==> src/logic/iesl_map.vh <==
// constants for the internal event standby logic
// How it works
// types 10, 11, 12 pick setpoint high, low, high/low limit
// types 13, 14, 15 pick controller output high, low, high/low
// types 16/18 burnout or overcurrent, 17/19 short, sensor one/two
// types 20, 21, 22 follow loop diagnosis one, two, three
// types 23..29 follow alarm, standby mode, manual, remote, tuning, ramp, direct
// type 31 follows estimated position control, 32 follows timer
// types 30 and 33 are accepted but always evaluate off
// type 33 is refused when firmware revision is below 2.04
// config digit one: 0 direct, 1 inverted output
// config digit two: 0 none, 1 standby, 2 standby plus setpoint change
// config digit three: 0 continue, 1 forced off in standby mode
// config digit four always zero; whole word resets to 0000
// with type 0 the config word reads zero and writes are refused
// standby holds the event off after power-up even if condition met
// standby looks at the condition before polarity
// standby ends on an off condition; a later on condition turns on
// mode 2 re-arms standby when the setpoint value changes
// an unchanged setpoint value never re-arms standby
// in standby mode event off if standby or forced; run entry re-arms
// eight channels with own type and config; inversion before output
`ifndef IESL_MAP_VH
`define IESL_MAP_VH
`define IESL_NCH 8
`define IESL_A_TYPE0 8'h00
`define IESL_A_EVENT 8'h10
`define IESL_A_STBY 8'h11
`define IESL_A_REJECT 8'h12
`define IESL_TYPE_RST 8'h00
`define IESL_CFG_RST 12'h000
`define IESL_T_NONE 8'd0
`define IESL_T_SP_HI 8'd10
`define IESL_T_SP_LO 8'd11
`define IESL_T_SP_HL 8'd12
`define IESL_T_OUT_HI 8'd13
`define IESL_T_OUT_LO 8'd14
`define IESL_T_OUT_HL 8'd15
`define IESL_T_CS1_BO 8'd16
`define IESL_T_CS1_SC 8'd17
`define IESL_T_CS2_BO 8'd18
`define IESL_T_CS2_SC 8'd19
`define IESL_T_DIAG1 8'd20
`define IESL_T_DIAG2 8'd21
`define IESL_T_DIAG3 8'd22
`define IESL_T_ALARM 8'd23
`define IESL_T_STBY 8'd24
`define IESL_T_MANUAL 8'd25
`define IESL_T_REMOTE 8'd26
`define IESL_T_TUNING 8'd27
`define IESL_T_RAMP 8'd28
`define IESL_T_DIRECT 8'd29
`define IESL_T_SELFTUNE 8'd30
`define IESL_T_ESTPOS 8'd31
`define IESL_T_TIMER 8'd32
`define IESL_T_FBPOS 8'd33
`define IESL_FW_MIN 16'h0204
`define IESL_POL_LSB 0
`define IESL_SB_LSB 4
`define IESL_RDY_LSB 8
`define IESL_SB_NONE 4'h0
`define IESL_SB_ON 4'h1
`define IESL_SB_SPCHG 4'h2
`endif

==> src/logic/iesl_events.v <==
// eight internal event channels with polarity, standby and ready handling
`timescale 1ns/1ps
`default_nettype none
`include "iesl_map.vh"

module iesl_events (
  input wire clk,
  input wire nrst,
  input wire [7:0] addr,
  input wire [15:0] wdata,
  input wire wr,
  input wire rd,
  output reg [15:0] rdata,
  input wire [15:0] fw_revision,
  input wire [7:0] setpoint_hi,
  input wire [7:0] setpoint_lo,
  input wire [7:0] controller_output_hi,
  input wire [7:0] controller_output_lo,
  input wire current_sensor_one_burnout,
  input wire current_sensor_one_short,
  input wire current_sensor_two_burnout,
  input wire current_sensor_two_short,
  input wire [2:0] loop_diag,
  input wire alarm_any,
  input wire standby_mode,
  input wire manual_mode,
  input wire remote_setpoint,
  input wire autotuning,
  input wire setpoint_ramp,
  input wire direct_action,
  input wire est_position,
  input wire timer_status,
  input wire [15:0] setpoint_value,
  output reg [7:0] event_out,
  output reg reject_out
);

  localparam NCH = `IESL_NCH;

  wire [8*NCH-1:0] type_all;
  wire [12*NCH-1:0] cfg_all;
  wire [NCH-1:0] ev_d;
  wire [NCH-1:0] sb_all;

  reg ready_q;
  reg [15:0] sp_prev_q;
  reg sp_valid_q;
  reg reject_q;

  // run entry and setpoint change are single-cycle arming events
  wire run_entry = ready_q & ~standby_mode;
  // compare against the last sampled value so equal rewrites are silent
  wire sp_change = sp_valid_q & (setpoint_value != sp_prev_q);

  wire chan_sel = (addr[7:4] == 4'h0);
  wire [2:0] ch_idx = addr[3:1];
  wire is_cfg = addr[0];

  reg [7:0] sel_type;
  reg [11:0] sel_cfg;
  always @* begin
    sel_type = type_all[8*ch_idx +: 8];
    sel_cfg = cfg_all[12*ch_idx +: 12];
  end

  // type write legality
  wire type_bad = (wdata[15:8] != 8'h00) || (wdata[7:0] > `IESL_T_FBPOS) ||
    ((wdata[7:0] == `IESL_T_FBPOS) && (fw_revision < `IESL_FW_MIN));

  // config write legality, digit four is simply forced to zero
  wire cfg_bad = (wdata[3:0] > 4'h1) || (wdata[7:4] > `IESL_SB_SPCHG) ||
    (wdata[11:8] > 4'h1) || (sel_type == `IESL_T_NONE);

  wire wr_chan = wr & chan_sel;
  wire wr_ok = wr_chan & (is_cfg ? ~cfg_bad : ~type_bad);
  wire wr_bad = wr_chan & ~wr_ok;
  wire clr_reject = wr & (addr == `IESL_A_REJECT);

  genvar g;
  generate
    for (g = 0; g < NCH; g = g + 1) begin : g_ch
      reg [7:0] type_q;
      reg [11:0] cfg_q;
      reg sb_q;
      reg cond;
      wire hit = wr_ok & (ch_idx == g);
      wire [3:0] pol = cfg_q[`IESL_POL_LSB +: 4];
      wire [3:0] sbm = cfg_q[`IESL_SB_LSB +: 4];
      wire [3:0] rdy = cfg_q[`IESL_RDY_LSB +: 4];
      wire sb_en = (sbm != `IESL_SB_NONE);
      wire arm = (run_entry & sb_en) | (sp_change & (sbm == `IESL_SB_SPCHG));
      wire raw;
      wire inv;

      always @(posedge clk or negedge nrst) begin
        if (!nrst) begin
          type_q <= `IESL_TYPE_RST;
          cfg_q <= `IESL_CFG_RST;
        end else if (hit) begin
          if (is_cfg) begin
            cfg_q <= wdata[11:0];
          end else begin
            type_q <= wdata[7:0];
          end
        end
      end

      always @* begin
        cond = 1'b0;
        case (type_q)
          `IESL_T_SP_HI: cond = setpoint_hi[g];
          `IESL_T_SP_LO: cond = setpoint_lo[g];
          `IESL_T_SP_HL: cond = setpoint_hi[g] | setpoint_lo[g];
          `IESL_T_OUT_HI: cond = controller_output_hi[g];
          `IESL_T_OUT_LO: cond = controller_output_lo[g];
          `IESL_T_OUT_HL: cond = controller_output_hi[g] | controller_output_lo[g];
          `IESL_T_CS1_BO: cond = current_sensor_one_burnout;
          `IESL_T_CS1_SC: cond = current_sensor_one_short;
          `IESL_T_CS2_BO: cond = current_sensor_two_burnout;
          `IESL_T_CS2_SC: cond = current_sensor_two_short;
          `IESL_T_DIAG1: cond = loop_diag[0];
          `IESL_T_DIAG2: cond = loop_diag[1];
          `IESL_T_DIAG3: cond = loop_diag[2];
          `IESL_T_ALARM: cond = alarm_any;
          `IESL_T_STBY: cond = standby_mode;
          `IESL_T_MANUAL: cond = manual_mode;
          `IESL_T_REMOTE: cond = remote_setpoint;
          `IESL_T_TUNING: cond = autotuning;
          `IESL_T_RAMP: cond = setpoint_ramp;
          `IESL_T_DIRECT: cond = direct_action;
          `IESL_T_ESTPOS: cond = est_position;
          `IESL_T_TIMER: cond = timer_status;
          `IESL_T_SELFTUNE: cond = 1'b0;
          `IESL_T_FBPOS: cond = 1'b0;
          default: cond = 1'b0;
        endcase
      end

      // standby flag: set from reset, cleared by an off condition
      // only an enabled channel may clear it, so setup after reset keeps it armed
      always @(posedge clk or negedge nrst) begin
        if (!nrst) begin
          sb_q <= 1'b1;
        end else if (arm) begin
          sb_q <= 1'b1;
        end else if (sb_en && !cond) begin
          sb_q <= 1'b0;
        end
      end

      assign raw = cond & ~(sb_en & sb_q);
      assign inv = (pol == 4'h1);
      // inversion applies only once standby has let the channel through
      assign ev_d[g] = (type_q == `IESL_T_NONE) ? 1'b0 :
        (standby_mode & (sb_en | (rdy == 4'h1))) ? 1'b0 :
        (sb_en & sb_q) ? 1'b0 :
        (raw ^ inv);
      assign sb_all[g] = sb_en & sb_q;
      assign type_all[8*g +: 8] = type_q;
      assign cfg_all[12*g +: 12] = cfg_q;
    end
  endgenerate

  always @(posedge clk or negedge nrst) begin
    if (!nrst) begin
      ready_q <= 1'b0;
      sp_prev_q <= 16'h0000;
      sp_valid_q <= 1'b0;
    end else begin
      ready_q <= standby_mode;
      sp_prev_q <= setpoint_value;
      sp_valid_q <= 1'b1;
    end
  end

  // set wins over the software clear
  always @(posedge clk or negedge nrst) begin
    if (!nrst) begin
      reject_q <= 1'b0;
    end else if (wr_bad) begin
      reject_q <= 1'b1;
    end else if (clr_reject) begin
      reject_q <= 1'b0;
    end
  end

  always @(posedge clk or negedge nrst) begin
    if (!nrst) begin
      event_out <= 8'h00;
      reject_out <= 1'b0;
    end else begin
      event_out <= ev_d;
      reject_out <= reject_q;
    end
  end

  // read data stand for exactly one cycle after the strobe
  always @(posedge clk or negedge nrst) begin
    if (!nrst) begin
      rdata <= 16'h0000;
    end else if (rd) begin
      if (chan_sel && is_cfg) begin
        rdata <= (sel_type == `IESL_T_NONE) ? 16'h0000 : {4'h0, sel_cfg};
      end else if (chan_sel) begin
        rdata <= {8'h00, sel_type};
      end else if (addr == `IESL_A_EVENT) begin
        rdata <= {8'h00, event_out};
      end else if (addr == `IESL_A_STBY) begin
        rdata <= {8'h00, sb_all};
      end else if (addr == `IESL_A_REJECT) begin
        rdata <= {15'h0000, reject_q};
      end else begin
        rdata <= 16'h0000;
      end
    end else begin
      rdata <= 16'h0000;
    end
  end

endmodule // iesl_events
`default_nettype wire

==> config.mk <==
export PLATFORM = sky130hd
export DESIGN_NAME = iesl_events
export DESIGN_NICKNAME = d
export VERILOG_FILES = /design/src/logic/iesl_events.v
export VERILOG_INCLUDE_DIRS = /design/src /design/src/logic
export SDC_FILE = /design/constraint.sdc
export NUM_CORES = 1
export LEC_CHECK = 0
export CORE_UTILIZATION = 25
export CTS_BUF_LIST = sky130_fd_sc_hd__clkbuf_8
export DETAILED_ROUTE_END_ITERATION = 8
export DONT_BUFFER_PORTS = 1
export HOLD_SLACK_MARGIN = 0.03
export PLACE_DENSITY = 0.43
export SKIP_LAST_GASP = 1
export SYNTH_ARGS = -nofsm -noshare
export SYNTH_HDL_FRONTEND = slang
export SYNTH_SLANG_ARGS = --single-unit
==> constraint.sdc <==
create_clock -name clk -period 3.6 [get_ports clk]
set_clock_uncertainty 0.2 [all_clocks]
set_input_delay 0.18 -clock clk [delete_from_list [all_inputs] [get_ports clk]]
set_output_delay 0.18 -clock clk [all_outputs]
set_load 0.005 [all_outputs]
==> reports/qor.yml <==
instances_no_fill: 1615
synthDistinctLibCells: 74
max_slew_margin: 0.268
cp-start-kind: "input pin"
multi_input_area_sq_um: 5730
critPathMaxStageDelay_ns: 0.70
stdcell_area_sq_um: 13400
power_switching_mw: 1.21
cts-root-buf: "clkbuf_8"
grtUsageTotal: 0.168
synth_edf_count: 0
seqPwrFrac: 0.467
post-synth-top-count-cell: "dfrtp_1"
ys_seq_elements: 208
viasPerCell: 5.02
route.detailed.drc: 0
first_global_vias: 8567
gp_congestion: 0.788
hold_violations: 208
grt_setup_unrepaired: "no"
core_sq_um: 44400
wirelength_mm: 38.4
status: "finished with violations"
ys.flop_type: "dfrtp_1"
setup_viol: 0
register_area_sq_um: 5220
cts_buffer_depth: 3
fp.dieW_microns: 215
holdWs_ns: -0.850
antenna_found_initial: 2
core.rowCount: 77
htree_levels: 2
drive_above_1_share: 0.233
drt_iter0_markers: 531
grt_use_met3: 0.0375
p_leak_nw: 5.81
swShare: 0.238
use_met1: 0.216
critical_path_class: "input pin to register"
path_cells: "dlygate4sd3_1 > buf_12 > nor2b_1 > dlygate4sd3_1 > buf_4 > nand3_1 > nand2_1 > o21ai_2 > o2111a_2 > nand2_2 > mux2_1 > dlygate4sd3_1"
period_share: 0.971
netlist.area_leader.share: 0.442
violations: "negative hold slack"
cts_tree: "yes"
fin_crit_ns: 3.50
start_util: 0.255
tightest_slew_ns: 1.09
grt_pass1_wl_mm: 57.6
crit_required_ns: 3.84
drtAntennaViolNets: 0
yosysTopAreaCell: "dfrtp_1"
area.growth.synth_to_final_pct: 18.0
synthTopCellsByArea: "dfrtp_1 44%, mux4_2 11%, mux2_2 6.6%"
wl_per_cell_microns: 23.8
synthCells: 929
synth-seq-area-share: 0.461
critPathSlowestCell: "dlygate4sd3_1"
powerDensity_nw_per_um2: 380
dpl.cell_count: 1479
clock_sinks: 208
dpl_cell_area_sq_um: 11900
num-fill-cells: 4543
comb_power_share: 0.050
num_vias: 8105
clockPowerShare: 0.483
worstPathMaxFanout: 28
maxCapViolations: 0
dr.pass1.iters: 5
die_area_sq_um: 46100
chipHeight_microns: 215
fin_nets: 1100
finalSetupTns_ns: 0
portBuffers: 0
grt_overflow: 0
ys_top_cells_by_count: "200 x dfrtp_1, 79 x and2_1, 66 x mux2_2"
slew_violations: 0
async_reset_ff_frac: 1.00
clkLatencyLatePin_ns: 0.57
critPathMostFrequentCell: "dlygate4sd3_1"
ys_warn_count: 0
cts_hold_buffers: 63
hold_path_class: "input pin to async pin"
syn-mean-instance-area_sq_um: 12.2
synth_area_sq_um: 11300
arrival_ns: 3.73
grt_max_degree: 209
max_clock_freq_mhz: 286
path_clk_slew_ns: 0.06
p_int_mw: 3.86
p_total_mw: 5.07
cts_buffers: 40
met2_usage: 0.278
dpl.hpwl_mm: 26.0
cp-end-kind: "register"
ir_drop_mv: 0.158
io_pins: 133
busiest_layer: "met2"
cts_setup_buffers: 0
## path summary, 6_finish.rpt
check / slack, ns / start / cells past startpoint / to
max in group asynchronous: 3.60 / nrst / 0 / g_ch[5].sb_q
max reg2reg: 0.14 / g_ch[1].type_q[1] / 7 / g_ch[5].cfg_q[8]
max: 0.10 / addr[2] / 12 / g_ch[4].cfg_q[0]
min: -0.85 / nrst / 0 / g_ch[0].cfg_q[9]
min in group clk: 0.06 / addr[1] / 4 / rdata[5]
min reg2reg: 0.25 / g_ch[1].sb_q / 2 / g_ch[1].sb_q
## cell families (layout without fill, tap and decap cells)
group,Yosys count,in the layout,synth area share
XOR/XNOR,24,24,0.0186
AND/OR/NAND/NOR,298,298,0.155
flip-flops,208,208,0.461
other,2,6,0.000663
AO/OA/AOI/OAI,128,128,0.0863
multiplexers,193,193,0.244
buffers and inverters,76,166,0.0348
## critical path, delay by kind of cell
kind	cells	cell delay (ns)
buffers and inverters	5	2.23
AOI/OAI and AO/OA	2	0.52
and+or+nand+nor	4	0.42
muxes	1	0.38
## metrics by stage
stage,utilization,setup WS [ns]
floorplan,-,0.994
global placement,0.267,0.662
detailed placement,0.267,0.644
CTS,0.301,0.0800
global route,0.301,0.0145
finish,0.301,0.104
## metal layers
metal / vias to the layer above / share of wire
met4: 0 / 0.026
met1: 4205 / 0.43
met3: 56 / 0.060
li1: 3632 / -
met2: 212 / 0.48
met5: - / 0
## final cells by class
type                       instances  area share
clock inverter                    23      0.0115
tap                              592      0.0554
inverter                          10     0.00281
clock buffer                      49      0.0505
multi-input combinational        648       0.429
sequential                       208       0.390
antenna                            1    0.000187
timing repair buffer              84      0.0605
## power by group through the flow
stage | sequential, mW | combinational, mW | clock, mW
after floorplan | 2.41 | 0.159 | 0
after global placement | 2.41 | 0.148 | 0
after detailed placement | 2.41 | 0.148 | 0
after CTS | 2.37 | 0.252 | 2.54
after global routing | 2.37 | 0.270 | 2.65
final | 2.37 | 0.251 | 2.45
## sequential cells by signal, indices dropped and copies added, names as in the netlist
register	cells
reject_out	1
sp_valid_q	1
reject_q	1
g_ch.cfg_q	96
ready_q	1
sp_prev_q	16
rdata	12
g_ch.type_q	64
event_out	8
g_ch.sb_q	8
## repair_timing
| action | in CTS | in global routing |
|---|---|---|
| hold endpoints to repair | 399 | 208 |
| resized for setup | 0 | 1 |
| setup endpoints to repair | 0 | 3 |
## cell usage in the layout, fill, tap and decap left out, types with 16 or more instances in the layout
cell,instances
and2_1,79
buf_4,21
clkbuf_8,49
dfrtp_1,200
dlygate4sd3_1,61
inv_1,22
mux2_1,16
mux2_2,66
mux2i_1,53
mux4_2,57
nand2_1,45
nor2_1,25
o21ai_0,25
xnor2_1,19
(Power assumes the default switching activity.)
